$ cat src/ebpc_pkg.sv
// Package: register map, field positions and constants for the E1 test-pattern control block
package ebpc_pkg;
  // Register indices (printed offsets are not multiples of four)
  localparam logic [11:0] IDX_SWAP = 12'h121; // Path swap and error rate register
  localparam logic [11:0] IDX_CTRL = 12'h123; // Test pattern control and status
  localparam logic [11:0] IDX_IRQ_STAT = 12'h140; // Sticky event status
  localparam logic [11:0] IDX_IRQ_MASK = 12'h141; // Event mask
  // Byte addresses are four times the index
  localparam logic [13:0] ADR_SWAP = {IDX_SWAP, 2'b00};
  localparam logic [13:0] ADR_CTRL = {IDX_CTRL, 2'b00};
  localparam logic [13:0] ADR_IRQ_STAT = {IDX_IRQ_STAT, 2'b00};
  localparam logic [13:0] ADR_IRQ_MASK = {IDX_IRQ_MASK, 2'b00};
  // Control register field positions
  localparam int B_TYPE = 7;
  localparam int B_INJ = 6;
  localparam int B_INV = 5;
  localparam int B_LOCK = 4;
  localparam int B_CHK_EN = 3;
  localparam int B_GEN_EN = 2;
  localparam int B_RX_SKIP = 1;
  localparam int B_TX_SKIP = 0;
  // Swap register field positions
  localparam int B_SWAP = 3;
  localparam int B_RATE_HI = 2;
  localparam int B_RATE_LO = 1;
  // Reset values
  localparam logic [7:0] CTRL_RST = 8'h00;
  localparam logic [7:0] SWAP_RST = 8'h00;
  // Error rate encodings
  localparam logic [1:0] RATE_1E3 = 2'h1;
  localparam logic [1:0] RATE_1E6 = 2'h2;
  localparam logic [19:0] CNT_1E3 = 20'h003E7; // 1000 bits minus one
  localparam logic [19:0] CNT_1E6 = 20'hF423F; // 1000000 bits minus one
  // Lock thresholds
  localparam logic [5:0] LOCK_MATCHES = 6'h20; // Consecutive matches to lock
  localparam logic [2:0] UNLOCK_ERRS = 3'h4; // Consecutive mismatches to unlock
  // Quasi-random signal: 20-stage sequence with long-zero suppression
  localparam int QRSS_TAP = 17;
  localparam int QRSS_LEN = 20;
  // Interrupt bit positions
  localparam int I_LOCK_GAIN = 0;
  localparam int I_LOCK_LOSS = 1;
  localparam int I_BIT_ERR = 2;
  // Checker states
  typedef enum logic [2:0] {
    CHK_OFF = 3'b001,
    CHK_HUNT = 3'b010,
    CHK_LOCKED = 3'b100
  } ebpc_chk_t;
endpackage

$ cat src/ebpc_top.sv
// Module: test-pattern generator, checker and framer bypass control with APB access
//
// Our own choice: register access over APB.
`timescale 1ns/1ps
module ebpc_top (
  input wire logic mclk_i, // 40 MHz system clock
  input wire logic rst_n_i, // Asynchronous reset, active low
  input wire logic psel_i, // APB select
  input wire logic penable_i, // APB enable
  input wire logic pwrite_i, // APB direction
  input wire logic [15:0] paddr_i, // APB byte address
  input wire logic [31:0] pwdata_i, // APB write data
  output logic [31:0] prdata_o, // APB read data
  output logic pready_o, // APB ready
  output logic pslverr_o, // APB error for unmapped address
  output logic irq_o, // Level interrupt
  input wire logic bit_en_i, // One-cycle bit enable from the E1 bit clock divider
  input wire logic line_rx_i, // Bit arriving from the line
  input wire logic tx_bp_i, // Bit arriving from the transmit backplane
  input wire logic tx_framed_i, // Transmit framer output bit
  input wire logic rx_framed_i, // Receive framer output bit
  output logic line_tx_o, // Bit sent to the line
  output logic rx_bp_o, // Bit sent to the receive backplane
  output logic tx_skip_o, // Transmit framer bypassed
  output logic rx_skip_o // Receive framer bypassed
);

  ////////////////////////////////////////////////////////////////////////////
  // Reset release
  logic rst_s1_r; // First reset stage
  logic rst_n; // Released reset
  always_ff @(posedge mclk_i or negedge rst_n_i) begin
    if (!rst_n_i) begin
      rst_s1_r <= 1'b0;
      rst_n <= 1'b0;
    end else begin
      rst_s1_r <= 1'b1;
      rst_n <= rst_s1_r;
    end
  end

  ////////////////////////////////////////////////////////////////////////////
  // Registers
  logic [7:0] ctrl_r; // Control bits, lock bit unused here
  logic [7:0] swap_r; // Swap and rate bits
  logic [2:0] stat_r; // Sticky events
  logic [2:0] mask_r; // Event mask
  logic lock_r; // Checker lock state
  logic inj_prev_r; // Previous inject level
  logic inj_pend_r; // Pending single error
  ebpc_pkg::ebpc_chk_t chk_r; // Checker state

  wire logic swap = swap_r[ebpc_pkg::B_SWAP];
  wire logic gen_en = ctrl_r[ebpc_pkg::B_GEN_EN];
  wire logic chk_en = ctrl_r[ebpc_pkg::B_CHK_EN];
  wire logic inv = ctrl_r[ebpc_pkg::B_INV];
  wire logic qrss = ctrl_r[ebpc_pkg::B_TYPE];
  wire logic [1:0] rate = {swap_r[ebpc_pkg::B_RATE_HI], swap_r[ebpc_pkg::B_RATE_LO]};

  // Access qualifiers
  wire logic acc = psel_i & penable_i;
  wire logic wr = acc & pwrite_i;
  wire logic hit_ctrl = paddr_i[13:0] == ebpc_pkg::ADR_CTRL && paddr_i[15:14] == 2'h0;
  wire logic hit_swap = paddr_i[13:0] == ebpc_pkg::ADR_SWAP && paddr_i[15:14] == 2'h0;
  wire logic hit_stat = paddr_i[13:0] == ebpc_pkg::ADR_IRQ_STAT && paddr_i[15:14] == 2'h0;
  wire logic hit_mask = paddr_i[13:0] == ebpc_pkg::ADR_IRQ_MASK && paddr_i[15:14] == 2'h0;
  wire logic hit_any = hit_ctrl | hit_swap | hit_stat | hit_mask;

  // Writable control registers; lock bit is never stored
  always_ff @(posedge mclk_i or negedge rst_n) begin
    if (!rst_n) begin
      ctrl_r <= ebpc_pkg::CTRL_RST;
      swap_r <= ebpc_pkg::SWAP_RST;
      mask_r <= 3'h0;
    end else if (wr) begin
      if (hit_ctrl) begin
        ctrl_r <= pwdata_i[7:0] & ~(8'h01 << ebpc_pkg::B_LOCK);
      end
      if (hit_swap) begin
        swap_r <= pwdata_i[7:0] & 8'h0E;
      end
      if (hit_mask) begin
        mask_r <= pwdata_i[2:0];
      end
    end
  end

  // APB answer: zero wait, ready every cycle, error on unmapped access
  always_ff @(posedge mclk_i or negedge rst_n) begin
    if (!rst_n) begin
      prdata_o <= 32'h0;
      pready_o <= 1'b0;
      pslverr_o <= 1'b0;
    end else begin
      pready_o <= 1'b1;
      pslverr_o <= psel_i & ~penable_i & ~hit_any;
      if (psel_i & ~penable_i & ~pwrite_i) begin
        if (hit_ctrl) begin
          prdata_o <= {24'h0, ctrl_r[7:5], lock_r, ctrl_r[3:0]};
        end else if (hit_swap) begin
          prdata_o <= {24'h0, swap_r};
        end else if (hit_stat) begin
          prdata_o <= {29'h0, stat_r};
        end else if (hit_mask) begin
          prdata_o <= {29'h0, mask_r};
        end else begin
          prdata_o <= 32'h0;
        end
      end
    end
  end

  ////////////////////////////////////////////////////////////////////////////
  // Pattern generator
  logic [19:0] gen_r; // Generator shift register
  logic [19:0] rate_cnt_r; // Continuous error spacing counter

  // Next feedback bit of a sequence register
  function automatic logic fb(input logic [19:0] s, input logic q);
    fb = q ? s[ebpc_pkg::QRSS_TAP - 1] ^ s[ebpc_pkg::QRSS_LEN - 1] : s[13] ^ s[14];
  endfunction

  // Output bit of a sequence register, with zero suppression for quasi-random
  function automatic logic pbit(input logic [19:0] s, input logic q);
    pbit = q ? (s[19] | (s[18:4] == 15'h0)) : s[14];
  endfunction

  always_ff @(posedge mclk_i or negedge rst_n) begin
    if (!rst_n) begin
      gen_r <= 20'hFFFFF;
    end else if (bit_en_i && gen_en) begin
      gen_r <= {gen_r[18:0], fb(gen_r, qrss)};
    end
  end

  // Single error on rising inject edge, only while generating
  always_ff @(posedge mclk_i or negedge rst_n) begin
    if (!rst_n) begin
      inj_prev_r <= 1'b0;
      inj_pend_r <= 1'b0;
    end else begin
      inj_prev_r <= ctrl_r[ebpc_pkg::B_INJ];
      if (ctrl_r[ebpc_pkg::B_INJ] && !inj_prev_r && gen_en) begin
        inj_pend_r <= 1'b1;
      end else if (bit_en_i || !gen_en) begin
        inj_pend_r <= 1'b0;
      end
    end
  end

  // Continuous error rate counter
  wire logic rate_on = rate == ebpc_pkg::RATE_1E3 || rate == ebpc_pkg::RATE_1E6;
  wire logic [19:0] rate_top = rate == ebpc_pkg::RATE_1E3 ? ebpc_pkg::CNT_1E3 : ebpc_pkg::CNT_1E6;
  wire logic rate_hit = rate_on && rate_cnt_r >= rate_top;
  always_ff @(posedge mclk_i or negedge rst_n) begin
    if (!rst_n) begin
      rate_cnt_r <= 20'h0;
    end else if (!rate_on || !gen_en) begin
      rate_cnt_r <= 20'h0;
    end else if (bit_en_i) begin
      rate_cnt_r <= rate_hit ? 20'h0 : rate_cnt_r + 20'h1;
    end
  end

  // Generated bit with inversion and errors applied
  wire logic gen_bit = pbit(gen_r, qrss) ^ inv ^ inj_pend_r ^ rate_hit;

  // Output steering and framer bypass
  always_ff @(posedge mclk_i or negedge rst_n) begin
    if (!rst_n) begin
      line_tx_o <= 1'b0;
      rx_bp_o <= 1'b0;
      tx_skip_o <= 1'b0;
      rx_skip_o <= 1'b0;
    end else begin
      tx_skip_o <= ctrl_r[ebpc_pkg::B_TX_SKIP];
      rx_skip_o <= ctrl_r[ebpc_pkg::B_RX_SKIP];
      if (bit_en_i) begin
        line_tx_o <= (gen_en && !swap) ? gen_bit : tx_framed_i;
        rx_bp_o <= (gen_en && swap) ? gen_bit : rx_framed_i;
      end
    end
  end

  ////////////////////////////////////////////////////////////////////////////
  // Pattern checker: self-synchronising on the received stream
  logic [19:0] chk_sh_r; // Received history
  logic [5:0] match_cnt_r; // Consecutive matches
  logic [2:0] err_cnt_r; // Consecutive mismatches
  wire logic chk_in = (swap ? tx_bp_i : line_rx_i) ^ inv;
  wire logic chk_exp = qrss ? chk_sh_r[ebpc_pkg::QRSS_TAP - 1] ^ chk_sh_r[ebpc_pkg::QRSS_LEN - 1]
                            : chk_sh_r[13] ^ chk_sh_r[14];
  wire logic chk_ok = qrss ? 1'b1 : chk_in == chk_exp; // Zero suppression masks quasi-random compare

  always_ff @(posedge mclk_i or negedge rst_n) begin
    if (!rst_n) begin
      chk_r <= ebpc_pkg::CHK_OFF;
      chk_sh_r <= 20'h0;
      match_cnt_r <= 6'h0;
      err_cnt_r <= 3'h0;
      lock_r <= 1'b0;
    end else if (!chk_en) begin
      chk_r <= ebpc_pkg::CHK_OFF;
      lock_r <= 1'b0;
      match_cnt_r <= 6'h0;
      err_cnt_r <= 3'h0;
    end else if (bit_en_i) begin
      chk_sh_r <= {chk_sh_r[18:0], chk_in};
      case (chk_r)
        ebpc_pkg::CHK_OFF: begin
          chk_r <= ebpc_pkg::CHK_HUNT;
        end
        ebpc_pkg::CHK_HUNT: begin
          match_cnt_r <= chk_ok ? match_cnt_r + 6'h1 : 6'h0;
          if (chk_ok && match_cnt_r == ebpc_pkg::LOCK_MATCHES - 6'h1) begin
            chk_r <= ebpc_pkg::CHK_LOCKED;
            lock_r <= 1'b1;
            err_cnt_r <= 3'h0;
          end
        end
        ebpc_pkg::CHK_LOCKED: begin
          err_cnt_r <= chk_ok ? 3'h0 : err_cnt_r + 3'h1;
          if (!chk_ok && err_cnt_r == ebpc_pkg::UNLOCK_ERRS - 3'h1) begin
            chk_r <= ebpc_pkg::CHK_HUNT;
            lock_r <= 1'b0;
            match_cnt_r <= 6'h0;
          end
        end
        default: begin
          chk_r <= ebpc_pkg::CHK_OFF;
        end
      endcase
    end
  end

  ////////////////////////////////////////////////////////////////////////////
  // Interrupts: sticky events, write one to clear, set wins
  logic lock_d_r; // Lock delayed for edges
  wire logic [2:0] ev = {bit_en_i & lock_r & ~chk_ok, ~lock_r & lock_d_r, lock_r & ~lock_d_r};
  always_ff @(posedge mclk_i or negedge rst_n) begin
    if (!rst_n) begin
      stat_r <= 3'h0;
      lock_d_r <= 1'b0;
      irq_o <= 1'b0;
    end else begin
      lock_d_r <= lock_r;
      stat_r <= (stat_r & ~(wr && hit_stat ? pwdata_i[2:0] : 3'h0)) | ev;
      irq_o <= |(stat_r & mask_r);
    end
  end

  ////////////////////////////////////////////////////////////////////////////
  // Assertions
  a_skip_follow: assert property (@(posedge mclk_i) disable iff (!rst_n)
    ##1 tx_skip_o == $past(ctrl_r[ebpc_pkg::B_TX_SKIP]))
    else $error("tx skip output does not follow control");
  a_rskip_follow: assert property (@(posedge mclk_i) disable iff (!rst_n)
    ##1 rx_skip_o == $past(ctrl_r[ebpc_pkg::B_RX_SKIP]))
    else $error("rx skip output does not follow control");
  a_inject_gated: assert property (@(posedge mclk_i) disable iff (!rst_n)
    !gen_en |=> !inj_pend_r)
    else $error("injection pending without generator");
  a_inject_once: assert property (@(posedge mclk_i) disable iff (!rst_n)
    (inj_pend_r && bit_en_i) |=> !inj_pend_r)
    else $error("injected error lasted more than one bit");
  a_line_idle: assert property (@(posedge mclk_i) disable iff (!rst_n)
    (bit_en_i && swap && !gen_en) |=> line_tx_o == $past(tx_framed_i))
    else $error("line output not framer data when swapped");
  a_bp_gen: assert property (@(posedge mclk_i) disable iff (!rst_n)
    (bit_en_i && gen_en && !swap) |=> rx_bp_o == $past(rx_framed_i))
    else $error("receive backplane carries pattern without swap");
  a_lock_off: assert property (@(posedge mclk_i) disable iff (!rst_n)
    !chk_en |=> !lock_r)
    else $error("lock held while checker disabled");
  a_lock_read: assert property (@(posedge mclk_i) disable iff (!rst_n)
    (psel_i && !penable_i && !pwrite_i && hit_ctrl) |=> prdata_o[ebpc_pkg::B_LOCK] == $past(lock_r))
    else $error("lock flag read mismatch");
  // Lock flag tracks the checker state exactly
  a_lock_state: assert property (@(posedge mclk_i) disable iff (!rst_n)
    lock_r == (chk_r == ebpc_pkg::CHK_LOCKED))
    else $error("lock flag disagrees with checker state");
  // One stray mismatch must not cost the lock
  a_one_miss_keeps: assert property (@(posedge mclk_i) disable iff (!rst_n)
    (lock_r && chk_en && bit_en_i && !chk_ok && err_cnt_r == 3'h0) |=> lock_r)
    else $error("lock dropped after a single mismatch");
  // Generator off: both outputs carry framer data
  a_gen_quiet: assert property (@(posedge mclk_i) disable iff (!rst_n)
    (bit_en_i && !gen_en) |=> line_tx_o == $past(tx_framed_i) && rx_bp_o == $past(rx_framed_i))
    else $error("pattern output while generator disabled");
  c_lock: cover property (@(posedge mclk_i) disable iff (!rst_n) $rose(lock_r));
  c_rate: cover property (@(posedge mclk_i) disable iff (!rst_n) rate_hit && bit_en_i);
  c_inject: cover property (@(posedge mclk_i) disable iff (!rst_n) inj_pend_r && swap);
  c_irq: cover property (@(posedge mclk_i) disable iff (!rst_n) $rose(irq_o));

endmodule // ebpc_top

$ cat config.mk
export PLATFORM = sky130hd
export DESIGN_NAME = ebpc_top
export DESIGN_NICKNAME = d
export VERILOG_FILES = /design/src/ebpc_pkg.sv /design/src/ebpc_top.sv
export SDC_FILE = /design/constraint.sdc
export NUM_CORES = 1
export LEC_CHECK = 0
export BUFFER_PORTS_ARGS = -buffer_cell sky130_fd_sc_hd__buf_2
export CORE_MARGIN = 10
export CORE_UTILIZATION = 54
export DETAILED_ROUTE_END_ITERATION = 6
export PLACE_DENSITY = 0.78
export SLEW_MARGIN = 25
export SYNTH_ARGS = -nofsm -noshare
export SYNTH_HDL_FRONTEND = slang
export SYNTH_SLANG_ARGS = --single-unit
$ cat constraint.sdc
create_clock -name mclk_i -period 8.4 [get_ports mclk_i]
set_clock_uncertainty 0.1 [all_clocks]
set_input_delay 0 -clock mclk_i [delete_from_list [all_inputs] [get_ports mclk_i]]
set_output_delay 0 -clock mclk_i [all_outputs]
set_load 0.1 [all_outputs]
==> flow_summary.yaml, run 1 <==
min_path:
  min_path_type: "in -> reg"
logic_synthesis:
  avgSynthCellArea_um2: 10.6
  synth_cell_types: 57
  synth_cells: 494
  yosys_warnings: 0
  synth_edf_count: 0
  ys_ff_latch: 104
  netlist_area_um2: 5250
  ys_seq_area_share_pct: 50.1
  async_reset_ff_share_pct: 100
  ys.flop_type: "dfrtp_1"
drt:
  vias_per_cell: 5.66
  drc: 0
  routedWlPerCell_um: 16.0
  dr.pass1.iters: 4
  ant_nets: 0
  drt_iter0_drc: 283
  routed_wl_mm: 11.2
  vias: 3940
worst_setup_path:
  path_class: "reg -> reg"
  worst_ep_arrival_time_ps: 3650
  cp-end-kind: "flip-flop"
  cp-start-kind: "flip-flop"
  cp_slowest_stage_delay_ps: 680
  crit_fanout: 25
  cp_top_family: "compound AO/OA/AOI/OAI gates"
  cp.required_ps: 8610
  crit_buf_inv: 3
  crit_path_cell_trace: "inv_1, ha_1, inv_1, ha_1, a211oi_1, o221ai_1, a41o_1, a2111oi_4, buf_4, or2b_1, a31oi_1"
  slowest_stage: "a2111oi_4"
placed_design:
  gp_congestion: 0.857
  dp_hpwl_mm: 7.87
  port_buffers: 47
timing:
  fin_crit_sh_pct: 41.0
  timing.setup.tns_ps: 0
  hold_viol: 0
  fmax_mhz: 290
  setup_viol: 0
  maxSlewHeadroom_pct: 39.7
  grt_setup_unrepaired: "false"
  slew_viol_final: 0
  tightest_slew_ps: 902
  whs_ps: 44.7
  final.min_clock_period_ps: 3450
die:
  io_pins: 97
  die_area_um2: 14100
  dieWidth_um: 119
  core.rowCount: 35
  die_height_um: 119
  coreArea_um2: 9370
  start_util_pct: 56.0
cts:
  cts.path.max_buffers: 2
  clock-root-buffer: "clkbuf_8"
  cts_sinks: 104
  cts_tree: "yes"
  cts_setup_buffers: 0
  htree_levels: 3
  cts_hold_buf: 25
  numCtsBuffers: 9
  cts-resized-gates: 0
  clk_pin_slew_ps: 100
  clock_latency_ps: 390
cells_and_area:
  syn_to_final_growth_pct: 13.5
  num-fill-cells: 734
  drive_gt1_share_pct: 25.6
  fin_nets: 629
  diodes: 0
global_route:
  grt_max_degree: 82
  overflow: 0
  grt_pass1_wl_mm: 18.6
  grt_usage_pct: 15.7
  grt_antenna_before_repair: 0
  grt_pass1_vias: 3891
power_and_ir_drop:
  leakage_nw: 2.74
  power_density_nw_per_um2: 155
  irDropWorstVdd_mv: 0.107
flow_run:
  max_cap_violations: 0
outcome:
  outcome: "finished clean"
-- worst paths after layout --
check	from	end	slack (ps)	depth (start not counted)
max	swap_r[2]	rate_cnt_r[11]	4950	11
min	paddr_i[3]	prdata_o[3]	40	4
max reg2reg	swap_r[2]	rate_cnt_r[11]	4950	11
min reg2reg	rst_n	match_cnt_r[4]	110	0
max in group asynchronous	rst_n	rate_cnt_r[18]	7110	1
min in group asynchronous	rst_n	match_cnt_r[4]	110	0
-- worst register-to-register path, stage by stage, from the launching register on --
cell,delay (ps)
dfrtp_1,390
inv_1,100
ha_1,270
inv_1,150
ha_1,210
a211oi_1,240
o221ai_1,150
a41o_1,280
a2111oi_4,680
buf_4,390
or2b_1,260
a31oi_1,150
-- synthesized netlist by cell type (all sizes together), types with 4 or more instances --
| library cell | n | area share [%] |
|---|---|---|
| nor4 | 7 | 0.83 |
| a41oi | 5 | 0.83 |
| nor3b | 4 | 0.57 |
| nand2b | 11 | 1.3 |
| inv | 11 | 0.79 |
| dfrtp | 83 | 40 |
| xnor2 | 5 | 0.83 |
| a22o | 4 | 0.67 |
| mux2i | 4 | 0.76 |
| clkbuf | 13 | 0.93 |
| nand4 | 4 | 0.48 |
| xor2 | 4 | 0.67 |
| buf | 28 | 3.9 |
| nand3 | 23 | 2.2 |
| nand3b | 4 | 0.57 |
| a21oi | 22 | 2.1 |
| o21ai | 21 | 2.0 |
| nor2 | 26 | 1.9 |
| nand2 | 51 | 3.6 |
| nor2b | 8 | 0.95 |
| nor3 | 8 | 0.76 |
| a31oi | 14 | 1.7 |
| ha | 9 | 2.1 |
| dfstp | 21 | 11 |
| mux2 | 51 | 11 |
| and3 | 7 | 0.83 |
-- stage by stage --
stage	utilization (%)	setup WS, ps	instances	cell area [um^2]	total power, mW
floorplan	-	5230	518	5340	0.607
detailed placement	58.7	5020	655	5500	0.617
global placement	58.7	5090	655	5500	0.616
finish	63.6	4950	696	5960	0.925
global route	63.6	4590	696	5960	0.960
CTS	63.5	4980	696	5950	0.932
-- state kept, by name, indices dropped and copies added, names as in the netlist, 3 cells and up --
name	count
rate_cnt_r	20
err_cnt_r	3
swap_r	3
prdata_o	8
ctrl_r	7
chk_r	3
match_cnt_r	6
mask_r	3
gen_r	20
chk_sh_r	15
stat_r	3
-- layout by cell type (no fill, tap or decap), drive strengths merged, types with 3 or more instances in the layout --
cell type    count
a21oi           22
clkbuf          11
nor2b            8
dlygate4sd3     25
nor2            26
nor3             8
o31ai            3
dfstp           21
conb            26
a222oi           3
nand3           23
nand2           51
or2              3
xnor2            5
a22o             4
nor3b            4
dfrtp           83
or4              3
nand3b           4
a31oi           14
nand4            4
and3             7
buf             49
xor2             4
mux2i            4
mux2            51
or2b             3
inv             15
nor4             7
or3              3
ha               9
nand2b          11
o21ai           21
a41oi            5
-- final cells by class --
| class | count | area [um^2] | share of cell area [%] |
|---|---|---|---|
| repair buffers | 74 | 504 | 8.46 |
| inverters | 11 | 41.3 | 0.693 |
| clock buffers | 11 | 153 | 2.56 |
| clock inverters | 5 | 43.8 | 0.735 |
| well taps | 129 | 161 | 2.71 |
| multi-input cells | 362 | 2420 | 40.7 |
| flip-flops and latches | 104 | 2630 | 44.2 |
-- layer usage --
metal	vias up	routed length (um)	track usage, %	part of all wire, %
li1	1871	-	-	-
met1	1960	4840	19.4	43
met2	93	5470	25.2	49
met3	16	671	5.09	6.0
met4	0	172	5.88	1.5
met5	-	0	0	0
-- power breakdown --
group	internal [mW]	switching, mW
combinational	0.0180	0.0893
sequential	0.504	0.00352
clock	0.131	0.179
total	0.653	0.272
-- kinds of logic (layout without fill, tap and decap cells) --
logic type                 Yosys count  after routing  synth area share, %
other                                2             26                0.143
muxes                               55             55                 11.7
xor gates and xnor gates            10             10                 1.93
adders and majority gates            9              9                 2.14
and+or+nand+nor                    167            167                 16.0
AOI/OAI and AO/OA                   95             95                 12.4
buffers and inverters               52            101                 5.60
DFF                                104            104                 50.1
(Power assumes the default switching activity.)
==> inputs of run 2 (changes only) <==
--- a/config.mk
+++ b/config.mk
@@ -5,11 +5,12 @@
 export SDC_FILE = /design/constraint.sdc
 export NUM_CORES = 1
 export LEC_CHECK = 0
+export ABC_AREA = 1
 export BUFFER_PORTS_ARGS = -buffer_cell sky130_fd_sc_hd__buf_2
 export CORE_MARGIN = 10
-export CORE_UTILIZATION = 54
+export CORE_UTILIZATION = 51
 export DETAILED_ROUTE_END_ITERATION = 6
-export PLACE_DENSITY = 0.78
+export PLACE_DENSITY = 0.77
 export SLEW_MARGIN = 25
 export SYNTH_ARGS = -nofsm -noshare
 export SYNTH_HDL_FRONTEND = slang
==> constraint.sdc (replaced) <==
create_clock -name mclk_i -period 2.9 [get_ports mclk_i]
set_clock_uncertainty 0.1 [all_clocks]
set_input_delay 0 -clock mclk_i [delete_from_list [all_inputs] [get_ports mclk_i]]
set_output_delay 0 -clock mclk_i [all_outputs]
set_load 0.1 [all_outputs]
==> run 2 against run 1 <==
Sequential share of layout area fell by 1.5 points. Highest routed layer unchanged. Largest cell class unchanged. Critical endpoint is now rate_cnt_r[10]. Worst setup slack worse by 4700 ps. Count of clock-buffer cells in the layout is 1 lower. First-iteration DRC count rose by 49%.
==> flow_summary.yaml, run 2 <==
worst_setup_path:
  crit_path_cell_trace: "inv_1, ha_1, inv_1, ha_1, a21oi_1, o21ai_1, nand2_1, nand2_1, nand2_1, nand3_1, nor2_2, buf_4, nand3_1, o21ai_0"
  crit_fanout: 8
  cp_slowest_stage_delay_ps: 390
  path_common_cell: "nand2_1"
  cp-end-kind: "flip-flop"
  slowest_stage: "dfrtp_1"
  r2r_slack_ps: 260
  cp.required_ps: 3100
  cp-start-kind: "flip-flop"
  path_class: "reg -> reg"
  worst_ep_arrival_time_ps: 2840
timing:
  fin_crit_sh_pct: 90.9
  final.min_clock_period_ps: 2640
  setup_viol: 0
  grt_setup_unrepaired: "true"
  whs_ps: 11.4
  maxSlewHeadroom_pct: 59.9
  slew_viol_final: 0
  hold_viol: 0
  tightest_slew_ps: 601
  fmax_mhz: 379
cells_and_area:
  drive_gt1_share_pct: 17.1
  top_regs: "gen_r x20, rate_cnt_r x20, chk_sh_r x15"
  final_common_cell: "nand2_1"
  diodes: 0
  final_cell_mix: "196 x nand2_1, 82 x dfrtp_1, 79 x inv_1"
  syn_to_final_growth_pct: 11.8
  fin_nets: 816
  final_util_pct: 59.1
logic_synthesis:
  netlist_area_um2: 5510
  synth_most_common_cell: "nand2_1"
  synth_compound_area_share_pct: 8.74
  ys.flop_type: "dfrtp_1"
  synth_commonest_cells: "196 x nand2_1, 83 x dfrtp_1, 79 x inv_1"
  synth_cell_types: 40
  avgSynthCellArea_um2: 8.09
  synth_largest_area_cell: "dfrtp_1"
  ys_seq_area_share_pct: 47.7
  synthAdderAreaFrac_pct: 2.04
  yosys_warnings: 0
  synth_cells: 681
  synth_top_cell_area_share_pct: 37.7
  synthMuxAreaShare_pct: 3.47
  synth-xor-area-share_pct: 1.59
  async_reset_ff_share_pct: 100
  synth_edf_count: 0
  synthSimpleGateAreaFrac_pct: 26.5
  synth_top_family_by_area: "simple AND/OR/NAND/NOR gates"
  yosys-top-cells-area: "dfrtp_1 38%, nand2_1 13%, dfstp_2 10%, inv_1 5.4%, o21ai_0 4.7%"
  ys_ff_latch: 104
global_route:
  grt_pass1_vias: 4442
  overflow: 0
  grt_antenna_before_repair: 0
  grt_max_degree: 48
  grt_usage_pct: 15.8
  grt_pass1_wl_mm: 20.0
die:
  io_pins: 97
  dieWidth_um: 124
  coreArea_um2: 10400
  die_area_um2: 15400
  start_util_pct: 52.9
  core.rowCount: 37
  die_height_um: 124
power_and_ir_drop:
  power_density_nw_per_um2: 439
  leakage_nw: 3.11
  irDropWorstVdd_mv: 0.313
  p_total_mw: 2.70
min_path:
  min_path_type: "in -> reg"
placed_design:
  port_buffers: 47
  dp_hpwl_mm: 8.99
  gp_congestion: 0.862
outcome:
  outcome: "finished clean"
drt:
  drc: 0
  dr.pass1.iters: 5
  drt_iter0_drc: 423
  vias: 4554
  ant_nets: 0
  routedWlPerCell_um: 13.5
  routed_wl_mm: 12.0
  vias_per_cell: 5.12
cts:
  cts-resized-gates: 0
  cts_sinks: 104
  numCtsBuffers: 9
  clock-root-buffer: "clkbuf_8"
  clock_latency_ps: 380
  htree_levels: 3
  cts_tree: "yes"
  cts.path.max_buffers: 2
  clk_pin_slew_ps: 100
flow_run:
  max_cap_violations: 0
run 2: cell count changes after synthesis, moves of 12 or more:
cell and change:
a21oi_1 -14, a31oi_1 -14, nand3_1 +12, o21ai_0 +31, nor2_1 +36, inv_1 +68
mux2_2 -34, nand2_1 +145
run 2: logic make-up after synthesis:
group / count (synthesis)
other: 2
multiplexers: 17
adder cells (fa/ha/maj): 9
buffers and inverters: 117
flip-flops: 104
AO/OA/AOI/OAI: 82
XOR/XNOR: 10
AND/OR/NAND/NOR: 340
run 2: metrics by stage:
step                cells  cell area, um^2  TNS (ps)  setup slack (ps)
floorplan             705             5600         0               748
detailed placement    859             5820         0               313
global route          890             6160     -32.4             -32.4
CTS                   890             6160         0               281
global placement      859             5820         0               383
finish                890             6160         0               264
run 2: worst max-delay path, delay by kind of cell (launching register included):
family                   cells  cell delay, ps
flip-flops                   1             390
adder cells (fa/ha/maj)      2             590
AND/OR/NAND/NOR              6             690
buffers and inverters        3             500
AO/OA/AOI/OAI                3             280
run 2: power breakdown:
group / internal [mW] / switching (mW) / leakage [nW]
Clock: 0.348 / 0.520 / 0.0946
Sequential: 1.47 / 0.0208 / 1.35
Combinational: 0.0544 / 0.294 / 1.67
Total: 1.87 / 0.835 / 3.11
run 2: layout make-up:
cell class | instances | area [um^2]
clock buffer | 10 | 138
clock inverter | 6 | 53.8
fill | 918 | 4260
inverter | 82 | 308
multi-input combinational | 484 | 2430
sequential | 104 | 2630
tap | 136 | 170
timing repair buffer | 68 | 430
run 2: repair_timing:
action                                  in CTS  in global routing
endpoints found under the hold margin       25                  0
hold buffers                                15                  0
endpoints found under the setup margin       0                  1
setup buffers                                0                  0
run 2: worst paths after layout:
path / cells after the start / from / to
worst max-delay path: 14 / swap_r[2] / rate_cnt_r[10]
worst min-delay path: 6 / line_rx_i / chk_sh_r[0]
worst max register to register: 14 / swap_r[2] / rate_cnt_r[10]
worst min register to register: 0 / rst_n / chk_sh_r[8]
max in group asynchronous: 1 / rst_n / gen_r[18]
min in group asynchronous: 0 / rst_n / chk_sh_r[8]
run 2: routing by layer:
layer | part of all wire, % | track usage, %
met1 | 44 | 20.2
met3 | 6.7 | 3.39
met2 | 47 | 25.9
met4 | 1.8 | 5.76
met5 | 0 | 0
